$ cat src/iors_pkg.sv
// Shared constants and mode types for the I/O register and serializer cell.
// Assumes one 50 MHz clock; the slow system clock is an enable derived from it.
package iors_pkg;

    // Clock figures
    localparam int CLK_MHZ = 50;
    localparam int CLK_PERIOD_NS = 20;

    // Gearbox word and lane layout
    localparam int GEAR_W = 8;
    localparam int LANE_W = 4;
    localparam int LANE_A_LSB = 0;
    localparam int LANE_C_LSB = 4;
    localparam int WORD7_W = 7;

    // Edge-clock cycles per system clock period, by mode
    localparam logic [3:0] DIV_REG = 4'h8;
    localparam logic [3:0] DIV_GEAR7 = 4'h7;
    localparam logic [3:0] DIV_GEAR8 = 4'h8;
    localparam logic [3:0] DIV_GEAR4 = 4'h4;

    // Input delay line
    localparam int DLY_W = 5;
    localparam int DLY_TAPS = 32;
    localparam logic [4:0] FIXED_TAP_DEF = 5'h04;

    // FIFO in front of the gearbox
    localparam int FIFO_DEPTH_DEF = 16;

    // Output path modes
    typedef enum logic [2:0] {
        IORS_OUT_SDR = 3'h0,
        IORS_OUT_DDR = 3'h1,
        IORS_OUT_GEAR8 = 3'h3,
        IORS_OUT_GEAR7 = 3'h2,
        IORS_OUT_GEAR4X2 = 3'h6
    } iors_out_mode_t;

    // Input delay selection
    typedef enum logic [1:0] {
        IORS_DLY_NONE = 2'h0,
        IORS_DLY_FIXED = 2'h1,
        IORS_DLY_DYNAMIC = 2'h3
    } iors_dly_mode_t;

endpackage

$ cat src/iors_fifo.sv
// Synchronous FIFO in front of the gearbox, flip-flop storage.
// Assumes both sides on mclk_i; ready is registered and exact.
`timescale 1ns/1ps
`default_nettype none
module iors_fifo #(
    parameter int W = 8,
    parameter int DEPTH = 16
) (
    input wire logic mclk_i,
    input wire logic rstn_i,
    input wire logic in_valid_i,
    output logic in_ready_o,
    input wire logic [W-1:0] in_data_i,
    output logic out_valid_o,
    input wire logic out_ready_i,
    output logic [W-1:0] out_data_o
);
    localparam int AW = (DEPTH > 1) ? $clog2(DEPTH) : 1;
    localparam int CW = $clog2(DEPTH + 1);
    localparam logic [CW-1:0] DEPTH_C = CW'(DEPTH);

    generate
        if (DEPTH < 2 || (DEPTH & (DEPTH - 1)) != 0)
        begin : g_bad_depth
            $error("iors_fifo: DEPTH must be a power of two, at least 2");
        end
    endgenerate

    logic [W-1:0] mem_ff [DEPTH];
    logic [AW-1:0] wr_ptr_ff;
    logic [AW-1:0] rd_ptr_ff;
    logic [CW-1:0] count_ff;
    logic ready_ff;
    logic push;
    logic pop;
    logic [CW-1:0] nxt_count;

    assign push = in_valid_i && ready_ff;
    assign pop = out_ready_i && (count_ff != '0);
    assign in_ready_o = ready_ff;
    assign out_valid_o = (count_ff != '0);
    assign out_data_o = mem_ff[rd_ptr_ff];

    always_comb
    begin
        nxt_count = count_ff;
        if (push && !pop)
        begin
            nxt_count = count_ff + 1'b1;
        end
        else if (pop && !push)
        begin
            nxt_count = count_ff - 1'b1;
        end
    end

    always_ff @(posedge mclk_i)
    begin
        if (!rstn_i)
        begin
            wr_ptr_ff <= '0;
            rd_ptr_ff <= '0;
            count_ff <= '0;
            ready_ff <= 1'b0;
        end
        else
        begin
            // Registered ready still exact: derived from next fill level
            ready_ff <= (nxt_count != DEPTH_C);
            count_ff <= nxt_count;
            if (push)
            begin
                wr_ptr_ff <= wr_ptr_ff + 1'b1;
            end
            if (pop)
            begin
                rd_ptr_ff <= rd_ptr_ff + 1'b1;
            end
        end
    end

    always_ff @(posedge mclk_i)
    begin
        if (push)
        begin
            mem_ff[wr_ptr_ff] <= in_data_i;
        end
    end
endmodule
`default_nettype wire

$ cat src/iors_cell.sv
// I/O cell logic: input capture, output and enable registers, output gearbox.
// Assumes mclk_i is the fast edge clock; pad inputs are asynchronous.
//
// How it works
// - Pad input can bypass delay and capture, giving data and clock outputs.
// - Single-rate input mode captures the pad in one system-clock register.
// - Double-rate input samples on rising and falling system edges, two streams.
// - Second output: single-rate data or falling sample; first: rising sample.
// - Selectable fixed input delay; bottom-edge cells add a 5-bit dynamic delay.
// - Output block takes first core bit outside gearbox modes, second only in double-rate.
// - Core output enable is registered to drive the pad enable output.
// - One system clock, qualified by clock enable, serves all three blocks, the output block only outside gearbox modes.
// - Local set/reset drives the capture, output, enable and gearbox stage registers to their configured value.
// - Gearbox runs as 7-to-1, 8-to-1, or two independent 4-to-1 lanes.
// - Gearbox first stage samples the parallel word on the system clock.
// - Second stage moves the word into the edge-clock registers.
// - Third stage shifts the word out serially to the pad on the edge clock.
`timescale 1ns/1ps
`default_nettype none
module iors_cell #(
    parameter int FIFO_DEPTH = iors_pkg::FIFO_DEPTH_DEF,
    parameter bit BOTTOM_EDGE = 1'b1,
    parameter logic [4:0] FIXED_TAP = iors_pkg::FIXED_TAP_DEF,
    parameter bit LSR_VAL = 1'b0
) (
    input wire logic mclk_i,
    input wire logic rstn_i,
    input wire logic ce_i,
    input wire logic lsr_i,
    input wire iors_pkg::iors_out_mode_t out_mode_i,
    input wire iors_pkg::iors_dly_mode_t dly_mode_i,
    input wire logic ddr_in_mode_i,
    input wire logic [iors_pkg::DLY_W-1:0] dynamic_delay_setting_i,
    input wire logic pad_d_i,
    output logic bypass_input_o,
    output logic bypass_clock_out_o,
    output logic rise_capture_out_o,
    output logic fall_or_single_capture_out_o,
    input wire logic core_out_first_i,
    input wire logic core_out_second_i,
    input wire logic core_output_enable_i,
    output logic pad_q_o,
    output logic pad_enable_out_o,
    input wire logic [iors_pkg::GEAR_W-1:0] gear_data_i,
    input wire logic gear_valid_i,
    output logic gear_ready_o,
    output logic lane_a_serial_o,
    output logic lane_c_serial_o,
    output logic gear_underrun_o
);
    import iors_pkg::*;

    generate
        if (FIFO_DEPTH < 2)
        begin : g_bad_fifo
            $error("iors_cell: FIFO_DEPTH must be at least 2");
        end
    endgenerate

    // Edge-clock to system-clock divider
    logic [3:0] div_ff;
    logic [3:0] period;
    logic [3:0] half;
    logic rise_en;
    logic fall_en;
    logic sclk_ff;
    iors_out_mode_t mode_ff;
    logic gear_mode;

    // Input path
    logic pad_meta_ff;
    logic pad_sync_ff;
    logic [DLY_TAPS-1:0] dly_line_ff;
    logic [DLY_W-1:0] tap_sel;
    logic delayed_in;
    logic rise_cap_ff;
    logic fall_cap_ff;
    logic bypass_ff;

    // Output and enable registers
    logic first_hold_ff;
    logic second_hold_ff;
    logic pad_q_ff;
    logic pad_en_ff;

    // Gearbox
    logic fifo_valid;
    logic fifo_pop;
    logic [GEAR_W-1:0] fifo_data;
    logic [GEAR_W-1:0] stage1_ff;
    logic [GEAR_W-1:0] stage2_ff;
    logic [GEAR_W-1:0] shift_ff;
    logic [GEAR_W-1:0] word_in;
    logic lane_a_ff;
    logic lane_c_ff;
    logic underrun_ff;

    assign gear_mode = (mode_ff == IORS_OUT_GEAR8) || (mode_ff == IORS_OUT_GEAR7)
        || (mode_ff == IORS_OUT_GEAR4X2);

    // Ratio fixed per mode so a word always fills one system period
    always_comb
    begin
        case (mode_ff)
            IORS_OUT_GEAR7: period = DIV_GEAR7;
            IORS_OUT_GEAR8: period = DIV_GEAR8;
            IORS_OUT_GEAR4X2: period = DIV_GEAR4;
            default: period = DIV_REG;
        endcase
        half = period >> 1;
    end

    assign rise_en = (div_ff == 4'h0) && ce_i;
    assign fall_en = (div_ff == half) && ce_i;

    // Mode latched only at a period start so the divider never glitches
    always_ff @(posedge mclk_i)
    begin
        if (!rstn_i)
        begin
            div_ff <= 4'h0;
            mode_ff <= IORS_OUT_SDR;
            sclk_ff <= 1'b0;
        end
        else
        begin
            if (div_ff == 4'h0 && out_mode_i != mode_ff)
            begin
                mode_ff <= out_mode_i;
                div_ff <= 4'h0;
            end
            else if (div_ff == period - 4'h1)
            begin
                div_ff <= 4'h0;
            end
            else
            begin
                div_ff <= div_ff + 4'h1;
            end
            sclk_ff <= (div_ff == period - 4'h1) || (div_ff < half - 4'h1);
        end
    end

    // Pad input crosses into mclk_i through two flops
    always_ff @(posedge mclk_i)
    begin
        if (!rstn_i)
        begin
            pad_meta_ff <= 1'b0;
            pad_sync_ff <= 1'b0;
        end
        else
        begin
            pad_meta_ff <= pad_d_i;
            pad_sync_ff <= pad_meta_ff;
        end
    end

    // Bypass: no delay, no capture
    always_ff @(posedge mclk_i)
    begin
        if (!rstn_i)
        begin
            bypass_ff <= 1'b0;
        end
        else
        begin
            bypass_ff <= pad_sync_ff;
        end
    end

    // Delay line, one edge-clock cycle per tap
    always_ff @(posedge mclk_i)
    begin
        if (!rstn_i)
        begin
            dly_line_ff <= '0;
        end
        else
        begin
            dly_line_ff <= {dly_line_ff[DLY_TAPS-2:0], pad_sync_ff};
        end
    end

    // Dynamic setting only exists on bottom-edge cells; elsewhere it falls back to fixed
    always_comb
    begin
        if (dly_mode_i == IORS_DLY_DYNAMIC && BOTTOM_EDGE)
        begin
            tap_sel = dynamic_delay_setting_i;
        end
        else
        begin
            tap_sel = FIXED_TAP;
        end
        if (dly_mode_i == IORS_DLY_NONE)
        begin
            delayed_in = pad_sync_ff;
        end
        else
        begin
            delayed_in = dly_line_ff[tap_sel];
        end
    end

    // Input capture
    always_ff @(posedge mclk_i)
    begin
        if (!rstn_i)
        begin
            rise_cap_ff <= 1'b0;
            fall_cap_ff <= 1'b0;
        end
        else if (lsr_i)
        begin
            rise_cap_ff <= LSR_VAL;
            fall_cap_ff <= LSR_VAL;
        end
        else
        begin
            if (rise_en && ddr_in_mode_i)
            begin
                rise_cap_ff <= delayed_in;
            end
            if (rise_en && !ddr_in_mode_i)
            begin
                fall_cap_ff <= delayed_in;
            end
            else if (fall_en && ddr_in_mode_i)
            begin
                fall_cap_ff <= delayed_in;
            end
        end
    end

    // Output data register; second bit held for the falling half
    always_ff @(posedge mclk_i)
    begin
        if (!rstn_i)
        begin
            first_hold_ff <= 1'b0;
            second_hold_ff <= 1'b0;
            pad_q_ff <= 1'b0;
        end
        else if (lsr_i)
        begin
            first_hold_ff <= LSR_VAL;
            second_hold_ff <= LSR_VAL;
            pad_q_ff <= LSR_VAL;
        end
        else if (gear_mode)
        begin
            pad_q_ff <= shift_ff[LANE_A_LSB];
        end
        else
        begin
            if (rise_en)
            begin
                first_hold_ff <= core_out_first_i;
                second_hold_ff <= core_out_second_i;
                pad_q_ff <= core_out_first_i;
            end
            else if (fall_en && mode_ff == IORS_OUT_DDR)
            begin
                pad_q_ff <= second_hold_ff;
            end
        end
    end

    // Tri-state register
    always_ff @(posedge mclk_i)
    begin
        if (!rstn_i)
        begin
            pad_en_ff <= 1'b0;
        end
        else if (lsr_i)
        begin
            pad_en_ff <= LSR_VAL;
        end
        else if (rise_en)
        begin
            pad_en_ff <= core_output_enable_i;
        end
    end

    // Gearbox input buffer; a stalled gearbox backs up to gear_ready_o
    iors_fifo #(
        .W(GEAR_W),
        .DEPTH(FIFO_DEPTH)
    ) u_fifo (
        .mclk_i(mclk_i),
        .rstn_i(rstn_i),
        .in_valid_i(gear_valid_i),
        .in_ready_o(gear_ready_o),
        .in_data_i(gear_data_i),
        .out_valid_o(fifo_valid),
        .out_ready_i(fifo_pop),
        .out_data_o(fifo_data)
    );

    assign fifo_pop = rise_en && gear_mode && !lsr_i;

    // Unused upper bit in 7:1 forced low
    always_comb
    begin
        word_in = fifo_data;
        if (mode_ff == IORS_OUT_GEAR7)
        begin
            word_in[GEAR_W-1:WORD7_W] = '0;
        end
    end

    // Three pipeline stages, all advancing at the system rising edge
    always_ff @(posedge mclk_i)
    begin
        if (!rstn_i)
        begin
            stage1_ff <= '0;
            stage2_ff <= '0;
            shift_ff <= '0;
            underrun_ff <= 1'b0;
        end
        else if (lsr_i)
        begin
            stage1_ff <= {GEAR_W{LSR_VAL}};
            stage2_ff <= {GEAR_W{LSR_VAL}};
            shift_ff <= {GEAR_W{LSR_VAL}};
        end
        else if (fifo_pop)
        begin
            // Empty FIFO repeats no stale word: zeros go out instead
            stage1_ff <= fifo_valid ? word_in : '0;
            underrun_ff <= !fifo_valid;
            stage2_ff <= stage1_ff;
            shift_ff <= stage2_ff;
        end
        else if (mode_ff == IORS_OUT_GEAR4X2)
        begin
            // Lanes shift apart so bit 4 never leaks into lane A
            shift_ff[LANE_A_LSB +: LANE_W] <= {1'b0, shift_ff[LANE_A_LSB+1 +: LANE_W-1]};
            shift_ff[LANE_C_LSB +: LANE_W] <= {1'b0, shift_ff[LANE_C_LSB+1 +: LANE_W-1]};
        end
        else
        begin
            shift_ff <= {1'b0, shift_ff[GEAR_W-1:1]};
        end
    end

    // Serial lane outputs
    always_ff @(posedge mclk_i)
    begin
        if (!rstn_i)
        begin
            lane_a_ff <= 1'b0;
            lane_c_ff <= 1'b0;
        end
        else
        begin
            lane_a_ff <= gear_mode ? shift_ff[LANE_A_LSB] : 1'b0;
            lane_c_ff <= (mode_ff == IORS_OUT_GEAR4X2) ? shift_ff[LANE_C_LSB] : 1'b0;
        end
    end

    assign bypass_input_o = bypass_ff;
    assign bypass_clock_out_o = sclk_ff;
    assign rise_capture_out_o = rise_cap_ff;
    assign fall_or_single_capture_out_o = fall_cap_ff;
    assign pad_q_o = pad_q_ff;
    assign pad_enable_out_o = pad_en_ff;
    assign lane_a_serial_o = lane_a_ff;
    assign lane_c_serial_o = lane_c_ff;
    assign gear_underrun_o = underrun_ff;
endmodule
`default_nettype wire

$ cat config.mk
export PLATFORM = sky130hd
export DESIGN_NAME = iors_cell
export DESIGN_NICKNAME = d
export VERILOG_FILES = /design/src/iors_pkg.sv /design/src/iors_fifo.sv /design/src/iors_cell.sv
export SDC_FILE = /design/constraint.sdc
export NUM_CORES = 1
export LEC_CHECK = 0
export ABC_AREA = 0
export BUFFER_PORTS_ARGS = -buffer_cell sky130_fd_sc_hd__buf_4
export CAP_MARGIN = 20
export CORE_ASPECT_RATIO = 1.1
export CORE_MARGIN = 3
export CORE_UTILIZATION = 40
export DETAILED_ROUTE_END_ITERATION = 6
export GPL_ROUTABILITY_DRIVEN = 0
export PLACE_DENSITY = 0.65
export SYNTH_ARGS = -nofsm -noshare
export SYNTH_HDL_FRONTEND = slang
export SYNTH_SLANG_ARGS = --single-unit
$ cat constraint.sdc
create_clock -name mclk_i -period 2.4 [get_ports mclk_i]
set_input_delay 0.24 -clock mclk_i [delete_from_list [all_inputs] [get_ports mclk_i]]
set_output_delay 0.24 -clock mclk_i [all_outputs]
set_load 0.05 [all_outputs]
==> out/metrics.csv <==
stage;metric;value;unit
status;status;completed;
yosys;yosys.area.top_type_share;43.9;%
timing;fmax;0.444;GHz
yosys;syn_inst;598;
route;totalWireLength;16.4;mm
timing;setup_slack;0.147;ns
worst_setup_path;start_kind;flop;
yosys;ys.flop_type;edfxtp_1;
cts;cts_sinks;220;
timing;fin_tns_setup;0;ns
pwr;powerDensity;805;nW/µm²
floorplanning;initial_core_util;40.8;%
layout;area_delta_synth_final;19.4;%
placed_design;portBuffers;37;
cts;clk_pin_slew;0.06;ns
timing;fin_skew;0.00921;ns
floorplanning;chipHeight;161;µm
timing;period_minus_slack;2.25;ns
yosys;yosysSeqAreaShare;65.0;%
cts;clock_latency;0.50;ns
layout;postLayoutCellArea;10400;µm²
layout;n_antenna_cell;0;
worst_setup_path;r2r_setup_slack;0.15;ns
route;avgRoutedWirePerCell;16.9;µm
global_route;antenna_found_initial;0;
yosys;synth_area_leaders;edfxtp_1 44%, dfxtp_1 21%, mux4_2 11%;
cts;cts_tree;done;
yosys;yosysUniqueCellTypes;57;
cts;htree_levels;1;
layout;fin_util;48.7;%
route;drc;0;
placed_design;dpl.hpwl;11.2;mm
global_route;grt_most_used_layer;met2;
floorplanning;rows;56;
yosys;ys_ff_latch;220;
global_route;grt_overflow;0;
worst_setup_path;cp-end-kind;flop;
yosys;synthesis.area;8750;µm²
timing;rsz0062_at_grt;false;
timing;hold_ws;0.0250;ns
placed_design;pre_cts_ws;0.0932;ns
floorplanning;die-area;23700;µm²
timing;hold_viol;0;
placed_design;place_area;9530;µm²
layout;fillCellCount;1824;
layout;drive_gt1_share;24.5;%
route;drtIter0Drc;301;
route;vias;5003;
route;first_pass_iters;7;
floorplanning;die_w;147;µm
global_route;grt_pass1_vias;5079;
worst_setup_path;critPathRequiredTime;2.77;ns
yosys;async_reset_ff_share;0;%
route;ant_nets;0;
cts;clk_root_buffer_cell;clkbuf_16;
timing;finalMaxSlewViolations;0;
layout;final_nets;706;
floorplanning;io_pins;38;
global_route;grt_use_met3;2.55;%
flow_run;maxCapViolCount;0;
pwr;power.total;8.41;mW
global_route;grt_usage;13.8;%
yosys;synth_nets;639;
timing;max_slew_margin;49.2;%
worst_setup_path;critPathKind;reg -> reg;
pwr;vdd_drop_max;0.543;mV
yosys;synth_edf_count;128;
global_route;grt_max_degree;53;
timing;setup_viol;0;
placed_design;dp_cells;926;
layout;layoutNonFillerInstCount;973;
pwr;p_leak;3.65;nW
yosys;yosysWarnings;0;
timing;worst-slew-pin-transition;0.762;ns
global_route;grt_use_met1;18.5;%
timing;period_share;93.9;%
cts;numCtsBuffers;24;
route;via_per_inst;5.14;
global_route;grt_pass1_wl;26.8;mm
yosys;avgSynthCellArea;14.6;µm²
worst_setup_path;critical_path_arrival;2.63;ns
cts;clockBufferDepth;3;
min_path;min_path_type;in -> reg;
yosys;synth_top_area_cell;edfxtp_1;
worst_setup_path;path_max_fanout;16;
floorplanning;core_area;21400;µm²
global_route;gr-usage-met2;23.9;%
## sequential cells by signal, indices dropped and copies added, names as in the netlist, named ones only
signal / cells
u_fifo.mem_ff: 128
dly_line_ff: 32
shift_ff: 8
stage1_ff: 8
stage2_ff: 8
u_fifo.count_ff: 5
div_ff: 4
u_fifo.rd_ptr_ff: 4
u_fifo.wr_ptr_ff: 4
mode_ff: 3
bypass_clock_out_o: 1
fall_or_single_capture_out_o: 1
gear_underrun_o: 1
lane_a_serial_o: 1
lane_c_serial_o: 1
pad_enable_out_o: 1
pad_meta_ff: 1
pad_q_o: 1
pad_sync_ff: 1
rise_capture_out_o: 1
second_hold_ff: 1
u_fifo.in_ready_o: 1
## cells by family (layout without fill, tap and decap cells)
kind of cell | Yosys count | in the layout | synth area share [%]
buffers and inverters | 38 | 123 | 1.85
xor gates and xnor gates | 14 | 14 | 1.40
AOI/OAI and AO/OA | 65 | 65 | 5.61
and+or+nand+nor | 192 | 192 | 12.0
muxes | 56 | 56 | 12.3
DFF | 220 | 220 | 65.0
adders and majority gates | 13 | 13 | 1.86
## timing repair
item	CTS	global route
resized for setup	0	5
buffers inserted	0	1
hold buffers	2	0
endpoints found under the hold margin	2	0
setup endpoints to repair	0	5
## area by class of cell
| class | instances | area, µm² | share of cell area, % |
|---|---|---|---|
| multi-input combinational | 340 | 2930 | 28.0 |
| tap | 290 | 363 | 3.47 |
| clock inverter | 18 | 204 | 1.95 |
| inverter | 8 | 30.0 | 0.288 |
| clock buffer | 26 | 651 | 6.23 |
| timing repair buffer | 71 | 579 | 5.55 |
| sequential | 220 | 5690 | 54.5 |
## worst max-delay path: stages, from the launching register on
cell and delay (ns):
dfxtp_1 0.33, inv_1 0.11, ha_2 0.23, nand4bb_4 0.16
nor4b_4 0.36, buf_6 0.22, nand3_1 0.09, o21ai_1 0.10
xor2_1 0.11, o41a_1 0.42
## layer usage
metal | part of all wire (%) | vias to the layer above
met2 | 50 | 119
met3 | 4.5 | 26
li1 | - | 2375
met5 | 0 | -
met4 | 1.8 | 0
met1 | 44 | 2483
## cells in the final DEF (no fill, tap or decap), types with 2 or more instances in the layout
cell type      Yosys  routed
o31ai_1            2       2
nor3b_1            4       4
and2_1            46      46
o221a_2            8       8
edfxtp_1         128     128
o21ai_1            2       2
a2111oi_0          2       2
o21ai_0            9       9
a31oi_1            3       3
ha_1              13      12
o21a_1             2       2
mux4_2            41      41
and3_1             6       6
nand2_1           44      44
a21oi_1           13      13
nand4_1            5       5
buf_12             0       3
o211ai_1           3       3
bufinv_16          0       5
nand3b_1           3       3
xor2_1             8       8
nor2_1            40      40
nand2b_1           5       5
nor3_1             6       6
a22oi_1            8       8
a32oi_1            2       2
clkbuf_16          0      26
dfxtp_1           92      91
buf_4              1      65
xnor2_1            6       6
dlygate4sd3_1      0       2
nand3_1           10      10
mux2i_1           11      11
inv_1              8       8
o2111ai_1          2       2
clkinv_1           0       9
clkinv_2           0       4
nor2b_1           12      12
mux2_2             4       4
## cells in the mapped netlist (3+ instances only)
library cell / instances
edfxtp_1: 128
dfxtp_1: 92
and2_1: 46
nand2_1: 44
mux4_2: 41
nor2_1: 40
clkbuf_1: 17
a21oi_1: 13
ha_1: 13
nor2b_1: 12
mux2i_1: 11
nand3_1: 10
o21ai_0: 9
a22oi_1: 8
inv_1: 8
o221a_2: 8
xor2_1: 8
and3_1: 6
buf_2: 6
nor3_1: 6
xnor2_1: 6
buf_1: 5
nand2b_1: 5
nand4_1: 5
mux2_2: 4
nor3b_1: 4
a31oi_1: 3
nand3b_1: 3
o211ai_1: 3
## power breakdown
group | switching (mW) | internal, mW | leakage [nW]
registers | 0.0307 | 4.03 | 1.90
logic | 0.273 | 0.207 | 1.33
clock network | 1.39 | 2.48 | 0.421
total | 1.70 | 6.71 | 3.65
## path summary, 6_finish.rpt
path / startpoint / end / cells past startpoint
setup / recovery: div_ff[0] / u_fifo.in_ready_o / 9
hold reg to reg: shift_ff[6] / shift_ff[5] / 2
setup reg to reg: div_ff[0] / u_fifo.in_ready_o / 9
hold / removal: core_output_enable_i / pad_enable_out_o / 3
Note: power is estimated with default switching activity, not from simulation.
